==> src/pkg/itsu_cfg.svh <==
// Constants for the interrupt trigger and steering unit
`ifndef ITSU_CFG_SVH
`define ITSU_CFG_SVH

// ************************************************************
// Edge/level reset values and locked inputs
// ************************************************************
`define ITSU_ELS_MASTER_RST  8'h00
`define ITSU_ELS_SLAVE_RST   8'h00
// Inputs 0, 1, 2 (master) and 8, 13 (slave) stay edge mode
`define ITSU_ELS_MASTER_LOCK 8'h07
`define ITSU_ELS_SLAVE_LOCK  8'h21

// ************************************************************
// Route control fields
// ************************************************************
`define ITSU_ROUTE_DIS_BIT   7
`define ITSU_ROUTE_IRQ_MSB   3
// Bit 5 of the first board route register drives timer irq 0 out
`define ITSU_BOARD_IRQ0_OUT  5
// Interrupt numbers that may be steering targets
`define ITSU_ROUTE_OK_MASK   16'hdef8
`define ITSU_CASCADE_IRQ     2
`define ITSU_DEFAULT_IRQ     7
`define ITSU_DEFAULT_IRQ_H   4'h7
`define ITSU_IRQ_COUNT       16

`endif

==> src/pkg/itsu_pkg.sv <==
// Types for the interrupt trigger and steering unit
package itsu_pkg;

    typedef struct packed {
        logic        frame_n;
        logic        irdy_n;
        logic        inta_cycle;
        logic        mem_cycle;
        logic        isa_origin;
        logic [31:0] addr;
        logic [3:0]  cbe_n;
    } itsu_pci_cyc_t;

    typedef struct packed {
        logic [19:0] sa;
        logic [23:17] la;
        logic        drive;
    } itsu_isa_addr_t;

    typedef struct packed {
        logic xbus_xcvr_oe_n;
        logic xbus_xcvr_dir_n;
        logic disk_xcvr_oe_n;
        logic disk_xcvr_dir;
    } itsu_xcvr_t;

    typedef enum logic [2:0] {
        ITSU_IDLE = 3'b001,
        ITSU_HELD = 3'b010,
        ITSU_ACK  = 3'b100
    } itsu_ack_state_t;

endpackage

==> src/hw/itsu_top.sv <==
// Trigger detection, interrupt steering and external controller select
`timescale 1ns/1ns
`include "itsu_cfg.svh"

module itsu_top (
    input  wire logic                    clk,
    input  wire logic                    nrst,
    input  wire logic [15:0]             irq_native,
    input  wire logic [3:0]              pci_irq_lines_n,
    input  wire logic [7:0]              pci_route_ctl [4],
    input  wire logic                    board_irq_0_in,
    input  wire logic [7:0]              board_irq_route_ctl,
    input  wire logic                    timer_irq0,
    input  wire logic                    usb_enable,
    input  wire logic                    usb_irq,
    input  wire logic [7:0]              init_word_one,
    input  wire logic                    els_master_we,
    input  wire logic                    els_slave_we,
    input  wire logic [7:0]              els_wdata,
    input  wire logic [15:0]             irq_mask,
    input  wire logic [15:0]             eoi_clear,
    input  wire itsu_pkg::itsu_pci_cyc_t pci_cyc,
    input  wire logic [31:8]             ext_intc_base_addr,
    input  wire logic                    ext_intc_sel_en,
    output logic [7:0]                   edge_level_sel_master,
    output logic [7:0]                   edge_level_sel_slave,
    output logic [15:0]                  irq_pending,
    output logic [15:0]                  in_service_bits,
    output logic                         intr,
    output logic [3:0]                   ack_vector,
    output logic                         ack_valid,
    output logic                         ack_default,
    output logic                         board_irq_0_out,
    output logic                         board_irq_0_oe,
    output logic                         pci_irq_line_d_out,
    output logic                         pci_irq_line_d_oe,
    output logic                         ext_intc_select_n,
    output itsu_pkg::itsu_isa_addr_t     isa_addr,
    output itsu_pkg::itsu_xcvr_t         xcvr
);
    import itsu_pkg::*;

    // ************************************************************
    // Input synchronisers
    // ************************************************************
    logic [15:0] native_s1;
    logic [15:0] native_s2;
    logic [3:0]  pci_s1;
    logic [3:0]  pci_s2;
    logic        board_s1;
    logic        board_s2;

    // Reset to idle levels so that no false edge follows reset
    always_ff @(posedge clk) begin
        if (!nrst) begin
            native_s1 <= 16'h0000;
            native_s2 <= 16'h0000;
            pci_s1    <= 4'hf;
            pci_s2    <= 4'hf;
            board_s1  <= 1'b0;
            board_s2  <= 1'b0;
        end else begin
            native_s1 <= irq_native;
            native_s2 <= native_s1;
            pci_s1    <= pci_irq_lines_n;
            pci_s2    <= pci_s1;
            board_s1  <= board_irq_0_in;
            board_s2  <= board_s1;
        end
    end

    // ************************************************************
    // Edge/level selection
    // ************************************************************
    // init_word_one bit 3 is deliberately never read
    // Locked inputs read back as edge mode whatever software writes
    always_ff @(posedge clk) begin
        if (!nrst) begin
            edge_level_sel_master <= `ITSU_ELS_MASTER_RST;
            edge_level_sel_slave  <= `ITSU_ELS_SLAVE_RST;
        end else begin
            if (els_master_we) begin
                edge_level_sel_master <= els_wdata & ~`ITSU_ELS_MASTER_LOCK;
            end
            if (els_slave_we) begin
                edge_level_sel_slave <= els_wdata & ~`ITSU_ELS_SLAVE_LOCK;
            end
        end
    end

    // ************************************************************
    // USB share of PCI line d
    // ************************************************************
    logic usb_drive;

    // Drives the line inside the block as well as at the pin
    assign usb_drive = usb_enable && usb_irq;

    // ************************************************************
    // Steering
    // ************************************************************
    logic [3:0]  pci_active;
    logic [15:0] routed;
    logic [15:0] combined;
    logic [15:0] level_sel;
    logic        board_pin_is_out;
    logic [15:0] route_ok;

    assign board_pin_is_out = board_irq_route_ctl[`ITSU_BOARD_IRQ0_OUT];
    // Only 15, 14, 12-9 and 7-3 may receive a steered line
    assign route_ok         = `ITSU_ROUTE_OK_MASK;
    assign pci_active       = ~pci_s2 | {usb_drive, 3'b000};
    assign level_sel        = {edge_level_sel_slave, edge_level_sel_master};

    always_comb begin
        routed = 16'h0000;
        for (int i = 0; i < 4; i++) begin
            if (!pci_route_ctl[i][`ITSU_ROUTE_DIS_BIT]) begin
                // Targets outside the allowed set are dropped
                for (int n = 0; n < `ITSU_IRQ_COUNT; n++) begin
                    if (pci_route_ctl[i][`ITSU_ROUTE_IRQ_MSB:0] == n[3:0]
                        && route_ok[n]) begin
                        routed[n] = routed[n] | pci_active[i];
                    end
                end
            end
        end
        // Board line is active high; as output it routes nothing
        if (!board_irq_route_ctl[`ITSU_ROUTE_DIS_BIT] && !board_pin_is_out) begin
            for (int n = 0; n < `ITSU_IRQ_COUNT; n++) begin
                if (board_irq_route_ctl[`ITSU_ROUTE_IRQ_MSB:0] == n[3:0]
                    && route_ok[n]) begin
                    routed[n] = routed[n] | board_s2;
                end
            end
        end
        combined = native_s2 | routed;
        combined[0] = timer_irq0;       // Timer owns interrupt 0
        combined[`ITSU_CASCADE_IRQ] = 1'b0;
    end

    // ************************************************************
    // Trigger detection
    // ************************************************************
    logic [15:0] combined_q;
    logic [15:0] edge_latch;
    logic [15:0] ack_take;

    // Last cycle's lines, so that a line held high raises no new request
    always_ff @(posedge clk) begin
        if (!nrst) begin
            combined_q <= 16'h0000;
        end else begin
            combined_q <= combined;
        end
    end

    genvar g;
    generate
        for (g = 0; g < 16; g++) begin : g_trig
            always_ff @(posedge clk) begin
                if (!nrst) begin
                    edge_latch[g] <= 1'b0;
                end else if (combined[g] && !combined_q[g]) begin
                    edge_latch[g] <= 1'b1;  // new edge wins over acknowledge
                end else if (ack_take[g] || !combined[g]) begin
                    // Edge request is lost if the line drops before acknowledge
                    edge_latch[g] <= 1'b0;
                end
            end
            // Level mode: high level pending, no edge needed
            assign irq_pending[g] = (level_sel[g] ? combined[g] : edge_latch[g])
                                    && !in_service_bits[g];
        end
    endgenerate

    // ************************************************************
    // Priority and cascade
    // ************************************************************
    logic [15:0] eligible;
    logic        slave_req;
    logic [3:0]  best;
    logic        any_req;

    assign eligible = irq_pending & ~irq_mask;
    assign slave_req = |eligible[15:8];

    always_comb begin
        best    = 4'h0;
        any_req = 1'b0;
        // Master order 0,1,then slave via 2, then 3..7
        for (int n = 7; n >= 0; n--) begin
            if (n == `ITSU_CASCADE_IRQ && slave_req) begin
                for (int s = 15; s >= 8; s--) begin
                    if (eligible[s]) begin
                        best    = s[3:0];
                        any_req = 1'b1;
                    end
                end
            end else if (eligible[n]) begin
                best    = n[3:0];
                any_req = 1'b1;
            end
        end
    end

    // ************************************************************
    // Acknowledge sequence
    // ************************************************************
    itsu_ack_state_t state;
    logic            ack_start;

    // Sources must hold until frame and irdy both assert
    assign ack_start = pci_cyc.inta_cycle && !pci_cyc.frame_n && !pci_cyc.irdy_n;
    assign intr      = any_req;

    always_ff @(posedge clk) begin
        if (!nrst) begin
            state <= ITSU_IDLE;
        end else begin
            case (state)
                ITSU_IDLE: begin
                    if (ack_start) begin
                        state <= ITSU_ACK;
                    end
                end
                ITSU_ACK:  state <= ITSU_HELD;
                // New acknowledges are refused until the bus goes idle again
                ITSU_HELD: begin
                    if (pci_cyc.frame_n && pci_cyc.irdy_n) begin
                        state <= ITSU_IDLE;
                    end
                end
                default:   state <= ITSU_IDLE;
            endcase
        end
    end

    always_comb begin
        ack_take = 16'h0000;
        if (state == ITSU_IDLE && ack_start && any_req) begin
            ack_take[best] = 1'b1;
        end
    end

    always_ff @(posedge clk) begin
        if (!nrst) begin
            ack_vector  <= 4'h0;
            ack_valid   <= 1'b0;
            ack_default <= 1'b0;
        end else begin
            ack_valid <= state == ITSU_IDLE && ack_start;
            if (state == ITSU_IDLE && ack_start) begin
                ack_vector  <= any_req ? best : `ITSU_DEFAULT_IRQ_H;
                ack_default <= !any_req;
            end
        end
    end

    // In-service: set by genuine acknowledge only; level sources clear first
    always_ff @(posedge clk) begin
        if (!nrst) begin
            in_service_bits <= 16'h0000;
        end else begin
            // Set wins over a simultaneous end-of-interrupt clear
            in_service_bits <= (in_service_bits & ~eoi_clear) | ack_take;
        end
    end

    // ************************************************************
    // Pins: board irq 0 and PCI line d
    // ************************************************************
    always_ff @(posedge clk) begin
        if (!nrst) begin
            board_irq_0_out    <= 1'b0;
            board_irq_0_oe     <= 1'b0;
            pci_irq_line_d_out <= 1'b1;
            pci_irq_line_d_oe  <= 1'b0;
        end else begin
            board_irq_0_oe     <= board_pin_is_out;
            // Timer copy is registered like every other pin output except intr and irq_pending
            board_irq_0_out    <= timer_irq0;
            // Open-drain style: drive low only while USB requests
            pci_irq_line_d_out <= 1'b0;
            pci_irq_line_d_oe  <= usb_drive;
        end
    end

    // ************************************************************
    // External interrupt controller select
    // ************************************************************
    logic       hit;
    logic [1:0] sa_low;

    assign hit = ext_intc_sel_en && pci_cyc.mem_cycle && !pci_cyc.isa_origin
                 && !pci_cyc.frame_n && pci_cyc.addr[31:8] == ext_intc_base_addr;
    // Lowest enabled byte lane gives the two low address bits
    assign sa_low = {pci_cyc.cbe_n[1] & pci_cyc.cbe_n[0],
                     pci_cyc.cbe_n[0] & (!pci_cyc.cbe_n[1] | pci_cyc.cbe_n[2])};
    // Registered, so select and transceiver controls trail the address by a clock

    always_ff @(posedge clk) begin
        if (!nrst) begin
            ext_intc_select_n <= 1'b1;
            isa_addr          <= '0;
            xcvr              <= 4'b1110;
        end else begin
            ext_intc_select_n <= !hit;
            isa_addr.drive    <= hit;   // Cycle still forwarded to ISA
            isa_addr.la       <= 7'h00;
            isa_addr.sa       <= hit ? {4'h0, pci_cyc.addr[15:2], sa_low}
                                     : 20'h00000;
            xcvr.xbus_xcvr_oe_n  <= !hit;
            xcvr.xbus_xcvr_dir_n <= !hit;
            xcvr.disk_xcvr_oe_n  <= !hit;
            xcvr.disk_xcvr_dir   <= 1'b0;
        end
    end

endmodule // itsu_top

==> config.mk <==
export PLATFORM = sky130hd
export DESIGN_NAME = itsu_top
export DESIGN_NICKNAME = d
export VERILOG_FILES = /design/src/pkg/itsu_pkg.sv /design/src/hw/itsu_top.sv
export VERILOG_INCLUDE_DIRS = /design/src /design/src/pkg
export SDC_FILE = /design/constraint.sdc
export NUM_CORES = 1
export LEC_CHECK = 0
export BUFFER_PORTS_ARGS = -buffer_cell sky130_fd_sc_hd__buf_2
export CORE_UTILIZATION = 40
export DETAILED_ROUTE_END_ITERATION = 8
export PLACE_DENSITY = 0.8
export REMOVE_ABC_BUFFERS = 1
export SETUP_SLACK_MARGIN = 0.3
export SLEW_MARGIN = 10
export SYNTH_ARGS = -nofsm -noshare
export SYNTH_HDL_FRONTEND = slang
export SYNTH_SLANG_ARGS = --single-unit
==> constraint.sdc <==
create_clock -name clk -period 2.38 [get_ports clk]
set_input_delay 0.119 -clock clk [delete_from_list [all_inputs] [get_ports clk]]
set_output_delay 0.119 -clock clk [all_outputs]
set_load 0.05 [all_outputs]
==> results of run 1 <==
## what timing repair did
| action | CTS | global route |
|---|---|---|
| hold buffers | 53 | 1 |
| buffers inserted | 12 | 9 |
| hold endpoints to repair | 54 | 1 |
| endpoints found under the setup margin | 47 | 48 |
| pin swaps | 34 | 18 |
| gates resized for setup | 89 | 42 |
## Yosys cell counts (15+ instances only)
cell / count / area share
dfxtp_1: 125 / 0.46
and2_1: 62 / 0.071
nand4_1: 16 / 0.018
nor2_1: 59 / 0.040
nor3_1: 15 / 0.014
buf_4: 21 / 0.029
nand2_1: 29 / 0.020
o21ai_0: 30 / 0.027
nor2b_1: 15 / 0.017
nand2b_1: 17 / 0.019
a31oi_1: 18 / 0.021
inv_1: 32 / 0.022
## routing by layer
layer	vias to the layer above	part of all wire
met5	-	0.00089
met4	2	0.037
met3	60	0.070
met2	252	0.48
met1	2692	0.41
li1	2820	-
## stage by stage
stage               power [mW]  cell area, um^2  instances  hold slack [ns]  setup slack (ns)
floorplan                 2.74             5330        595            0.192            -0.762
finish                    6.04             8920       1159          0.00935            -0.327
detailed placement        3.15             7090       1051            0.296            -0.289
global route              6.26             8920       1159           0.0134            -0.401
CTS                       6.01             8700       1148          0.00141            -0.255
global placement          3.14             7090       1051            0.281            -0.276
## sequential cells by signal, summed over array words and instances, names as in the netlist
signal and flops:
isa_addr 17, in_service_bits 16, combined_q 15, edge_latch 15, native_s1 14, native_s2 14, edge_level_sel_slave 6, edge_level_sel_master 5
ack_vector 4, pci_s1 4, pci_s2 4, state 3, ack_default 1, ack_valid 1, board_irq_0_oe 1, board_s1 1
board_s2 1, pci_irq_line_d_oe 1, pci_irq_line_d_out 1, xcvr 1
## kinds of logic after synthesis
family          Yosys count
simple gates            277
flops                   125
compound gates          107
buf+inv                  68
xor+xnor                 24
mux                      11
other cells               1
## final timing paths
path / startpoint / endpoint / slack, ns / cells after the start
max reg2reg: pci_s2[1] / edge_latch[4] / -0.26 / 13
max: pci_s2[1] / intr / -0.33 / 9
min: eoi_clear[12] / in_service_bits[12] / 0.009 / 3
min reg2reg: pci_s1[2] / pci_s2[2] / 0.41 / 1
## critical path, cell delays in order, from the launching register on
cell and delay [ns]:
dfxtp_4 0.39, nor4b_4 0.07, a221oi_2 0.30, nand2_2 0.13
o31ai_4 0.31, and4_4 0.29, nand2_4 0.06, nor4b_4 0.34
inv_1 0.10, buf_6 0.16
## layout make-up
class / instances / area share
flip-flops and latches: 125 / 0.282
well taps: 176 / 0.0247
clock buffers: 22 / 0.0532
diodes: 2 / 0.000561
multi-input cells: 437 / 0.348
clock inverters: 10 / 0.0153
inverters: 33 / 0.0139
repair buffers: 354 / 0.262
## cells in the final DEF (no fill, tap or decap), types with 5 or more instances in the layout
| master | n |
|---|---|
| mux2i_1 | 11 |
| nand3_1 | 9 |
| dfxtp_1 | 121 |
| nand3b_1 | 13 |
| buf_6 | 15 |
| nor3_2 | 5 |
| o21ai_1 | 9 |
| nor2_2 | 5 |
| conb_1 | 18 |
| nor2b_1 | 15 |
| o21ai_2 | 6 |
| a31oi_1 | 18 |
| xnor2_1 | 12 |
| o21ai_0 | 21 |
| and2_1 | 61 |
| a21oi_1 | 10 |
| dlygate4sd3_1 | 53 |
| nand2_1 | 23 |
| buf_4 | 69 |
| clkbuf_16 | 17 |
| nand4_1 | 16 |
| nor3_1 | 10 |
| buf_2 | 214 |
| a221oi_2 | 6 |
| nor4b_4 | 7 |
| nand2b_1 | 16 |
| xor2_1 | 12 |
| inv_1 | 32 |
| nor2_4 | 7 |
| nor2_1 | 47 |
## power groups by stage
stage	logic (mW)	clock network, mW	registers [mW]
finish	1.18	2.66	2.20
global route	1.25	2.80	2.21
CTS	1.11	2.71	2.20
detailed placement	0.908	0	2.24
global placement	0.901	0	2.24
floorplan	0.433	0	2.31
==> flow_summary.ini, run 1 <==
[timing]
fin_tns_setup_ns = -4.79
fmax_mhz = 369
worst_clock_skew_ns = 0.00956
rsz0062_at_grt = true
maxSlewHeadroom = 0.558
tightestPinTransition_ns = 0.663
timing.final.crit_period_ns = 2.71
min_period_over_period = 1.14
timing.final.setup_violations = 34
final_max_slew_viol_count = 0
final.setup.worst_slack_ns = -0.327
finalHoldViolCount = 0

[worst_setup_path]
criticalPathCategory = flip-flop to primary output
worst_ep_required_time_ns = 2.26
cp_max_fo = 5
cp.arrival_ns = 2.59
timing.critical_path.from_type = flip-flop
timing.critical_path.to_type = primary output

[cells_and_area]
final_core_util = 0.671
drive_above_1_share = 0.416
num-fill-cells = 1034
nets = 1150
area.sequential_um2 = 2510
multi_input_combinational_cell_area_um2 = 3110
areaGrowthSynthToFinish_pct = 62.8

[route]
detail_route.iter0.violations = 378
detail_route.drc_violations = 0
post_drt_wl_per_cell_um = 16.4
finalWirelength_um = 19000
drt.antenna.violating_nets = 0
detail_route.first_pass.iterations = 5
avgViaCountPerCell = 5.03
route.vias.total = 5826

[grt]
globalRoute.busiestLayer = met2
use_met1 = 0.337
antenna_violations_before_repair = 3
gr-total-overflow = 0
groute.layer.met3.usage = 0.0675
grt.met2_usage = 0.439
groute.usage.overall = 0.273
first_global_vias = 5823
grt_pass1_wl_um = 29900
grt_start_max_net_pins = 73

[synthesis]
synth_seq_area_share = 0.457
count_of_distinct_cell_types_in_the_synthesized_netlist = 65
synth-main-ff-cell = dfxtp_1
yosys.area_share.xor_xnor = 0.0384
simple_gate_fraction_of_synth_area = 0.291
count_of_warnings_emitted_by_yosys = 0
synth_cells = 613
synth_edf_count = 0
synthAdderAreaFrac = 0
compound_gate_portion_of_the_synthesized_area = 0.131
synth_top_family_by_area = simple AND/OR/NAND/NOR gates
muxShareOfSynthArea = 0.0201
netlist_area_um2 = 5480
ys_seq_elements = 125
synthesis.area_per_instance_um2 = 8.94
synth_async_sr_flop_share = 0

[status]
run_status = finished with violations
failed_checks = setup timing

[place]
placement.io_buffers = 226
hpwl_um = 13200
globalplace.congestion = 0.889

[floorplanning]
ports_placed_on_the_boundary = 274
fp.dieArea_um2 = 14200
width_of_the_chip_um = 119
die_h_um = 119
initial_utilization = 0.412
core_um2 = 13300
placement_rows = 42

[clock_network]
clock_path_buffers = 2
cts.clk_slew.worst_paths_ns = 0.06
cts_max_level = 4
cts_tree = built
cts.sinks = 125
cts_root_buf = clkbuf_16
clkLatencyLatePin_ns = 0.41
cts_inserted_buffers = 17

[pwr]
cellLeakagePower_nw = 4.05
internal_power_mw = 4.41
pwr-share-clk = 0.441
switching_power_mw = 1.64
power-per-cell-area_nw_per_um2 = 678
seqPwrFrac = 0.364
sw_frac_of_total = 0.271
comb_power_share = 0.195
vdd_drop_max_uv = 456

[job]
max_cap_viol_count = 0

[hold_path]
holdCritPathClass = input port to flip-flop
Power figures use the tool's default switching activity.
==> run 2: changes to the inputs <==
--- a/config.mk
+++ b/config.mk
@@ -6,10 +6,11 @@
 export SDC_FILE = /design/constraint.sdc
 export NUM_CORES = 1
 export LEC_CHECK = 0
+export ABC_AREA = 1
 export BUFFER_PORTS_ARGS = -buffer_cell sky130_fd_sc_hd__buf_2
-export CORE_UTILIZATION = 40
+export CORE_UTILIZATION = 35
 export DETAILED_ROUTE_END_ITERATION = 8
-export PLACE_DENSITY = 0.8
+export PLACE_DENSITY = 0.72
 export REMOVE_ABC_BUFFERS = 1
 export SETUP_SLACK_MARGIN = 0.3
 export SLEW_MARGIN = 10
==> run 2 against run 1 <==
Effect of this change: the flow still finishes with violations (setup timing); maximum frequency rose by 13%; total power rose by 9.4%; non-clock buffer count fell by 28; flip-flop and latch count did not move; combinational power rose by 32%; setup slack improved by 0.30 ns; register-to-register slack improved by 0.24 ns; global-route usage fell by 5.3 points.
==> flow_summary.ini, run 2 <==
[cells_and_area]
nets = 1335
final_area_um2 = 8930
register_ranked_first_by_flip_flop_count = isa_addr
layout.cells.most_common_list = buf_2 (220), inv_1 (157), nand2_1 (142), dfxtp_1 (122), nor2_1 (110)
layout.cells.most_common = buf_2
areaGrowthSynthToFinish_pct = 55.4
largest_regs = isa_addr: 17 flops, in_service_bits: 16 flops
drive_above_1_share = 0.355
num-fill-cells = 1479
largest_register_ff_count = 17
antenna_cells_inserted = 0

[timing]
maxSlewHeadroom = 0.640
timing.final.crit_period_ns = 2.40
finalHoldViolCount = 0
fmax_mhz = 416
rsz0062_at_grt = true
holdWs_ns = 0.0121
timing.final.setup_violations = 4
tightestPinTransition_ns = 0.539
min_period_over_period = 1.01
fin_tns_setup_ns = -0.0387
final.setup.worst_slack_ns = -0.0219
final_max_slew_viol_count = 0
worst_clock_skew_ns = 0.0115

[pwr]
cellLeakagePower_nw = 4.76
vdd_drop_max_uv = 493
overall_power_after_layout_mw = 6.61
power-per-cell-area_nw_per_um2 = 740

[route]
detail_route.drc_violations = 0
route.vias.total = 6151
finalWirelength_um = 18400
drt.antenna.violating_nets = 0
detail_route.iter0.violations = 247
post_drt_wl_per_cell_um = 13.3
avgViaCountPerCell = 4.45
detail_route.first_pass.iterations = 4

[floorplanning]
width_of_the_chip_um = 130
fp.dieArea_um2 = 16900
ports_placed_on_the_boundary = 274
initial_utilization = 0.361
placement_rows = 46
die_h_um = 130
core_um2 = 15900

[worst_setup_path]
critical-path-top-delay-family = simple AND/OR/NAND/NOR gates
cp_max_fo = 6
worst_ep_required_time_ns = 2.69
critical_path.n_buffers_inverters = 1
criticalPathCategory = flip-flop to flip-flop
crit_path_top_delay_cell = dfxtp_2
timing.critical_path.to_type = flip-flop
timing.critical_path.from_type = flip-flop
cp.arrival_ns = 2.71
worst_path_largest_cell_delay_ns = 0.32
critical_path.most_common_cell = nor2_4
cp_cell_sequence = nor2_4 > nand3_2 > buf_6 > o211ai_4 > nor2_4 > a211oi_4 > nand2_2 > nand2_4 > nor2_4 > nand2_4 > nor2_4 > nor2_8 > nand2_2 > nor2_4 > nand4_1 > nand2_1 > a21boi_1

[clock_network]
cts_root_buf = clkbuf_16
cts_max_level = 4
cts.sinks = 125
clock_path_buffers = 2
cts_tree = built
clkLatencyLatePin_ns = 0.43
cts_inserted_buffers = 17
cts.clk_slew.worst_paths_ns = 0.06

[synthesis]
synth_top_cell_by_area = dfxtp_1
synth-main-ff-cell = dfxtp_1
synthTopCellsByArea = dfxtp_1 (44%), inv_1 (11%), nand2_1 (10%)
synth_async_sr_flop_share = 0
netlist_area_um2 = 5750
ys_top_cells_by_count = inv_1 (164), nand2_1 (160), dfxtp_1 (125)
synth_top_area_frac = 0.435
synth_edf_count = 0
synthesis.area_per_instance_um2 = 6.99
synth_most_common_cell = inv_1
synth_cells = 822
count_of_warnings_emitted_by_yosys = 0
synth_seq_area_share = 0.435
ys_seq_elements = 125
count_of_distinct_cell_types_in_the_synthesized_netlist = 47

[place]
placement.io_buffers = 226
placement.cell_area_um2 = 7210
hpwl_um = 13400
globalplace.congestion = 0.946
place_worst_setup_slack_ns = -0.115

[hold_path]
holdCritPathClass = input port to flip-flop

[grt]
grt_start_max_net_pins = 32
grt_pass1_wl_um = 27900
antenna_violations_before_repair = 0
gr-total-overflow = 0
groute.usage.overall = 0.220
first_global_vias = 5857

[status]
run_status = finished with violations
failed_checks = setup timing

[job]
max_cap_viol_count = 0
## run 2: cell types whose count changed in the layout (fill, tap and decap cells not counted), sizes merged, moves of 17 or more
| cell | change |
|---|---|
| buf | -39 |
| nor2 | +72 |
| inv | +137 |
| nand2 | +142 |
| and2 | -62 |
| a21oi | +19 |
| nand2b | -17 |
| a31oi | -20 |
| nand3 | +29 |
## run 2: tightest hold or removal path: stages
cell     delay, ns
buf_2         0.08
inv_1         0.05
nand2_1       0.07
a21oi_1       0.06
## run 2: cell type report
type	instances	area, um^2	share of cell area
multi-input combinational	513	2800	0.313
clock buffer	18	439	0.0492
tap	216	270	0.0303
inverter	170	641	0.0717
sequential	125	2510	0.281
timing repair buffer	326	2090	0.234
clock inverter	14	193	0.0216
## run 2: stage by stage
| stage | cells | utilization |
|---|---|---|
| floorplan | 807 | - |
| global placement | 1275 | 0.452 |
| detailed placement | 1275 | 0.452 |
| CTS | 1378 | 0.551 |
| global route | 1382 | 0.560 |
| finish | 1382 | 0.560 |
## run 2: layer usage
layer  global-route usage  routed length, um  vias to the layer above  share of wire
met4               0.0828                361                        0          0.020
met5                    0                  0                        -              0
met2                0.404               9300                      207           0.51
li1                     -                  -                     3174              -
met1                0.246               7700                     2741           0.42
met3               0.0504               1020                       29          0.056
## run 2: path summary, 6_finish.rpt
path / startpoint / endpoint / slack (ns) / cells past startpoint
hold / removal: eoi_clear[7] / in_service_bits[7] / 0.01 / 4
setup / recovery: pci_s2[2] / edge_latch[15] / -0.02 / 17
setup reg to reg: pci_s2[2] / edge_latch[15] / -0.02 / 17
hold reg to reg: combined_q[1] / edge_latch[1] / 0.40 / 1
## run 2: what timing repair did
item | in CTS | in global routing
cloned | 1 | 0
pin swaps | 32 | 23
endpoints found under the setup margin | 38 | 45
hold endpoints to repair | 63 | 0
hold buffers | 63 | 0
gates resized for setup | 70 | 33
buffers inserted | 7 | 4
## run 2: report_power, final
part	switching [mW]	internal, mW	leakage, nW
combinational	1.01	0.548	3.44
clock	0.985	1.78	0.302
sequential	0.0646	2.22	1.02
total	2.06	4.54	4.76
## run 2: cells by family (layout without fill, tap and decap cells)
logic type | Yosys count | after routing | share of synthesized area
XOR/XNOR | 2 | 2 | 0.00305
other | 1 | 18 | 0.000652
buffers and inverters | 202 | 528 | 0.146
flip-flops | 125 | 125 | 0.435
AND/OR/NAND/NOR | 398 | 399 | 0.316
AO/OA/AOI/OAI | 94 | 94 | 0.0997
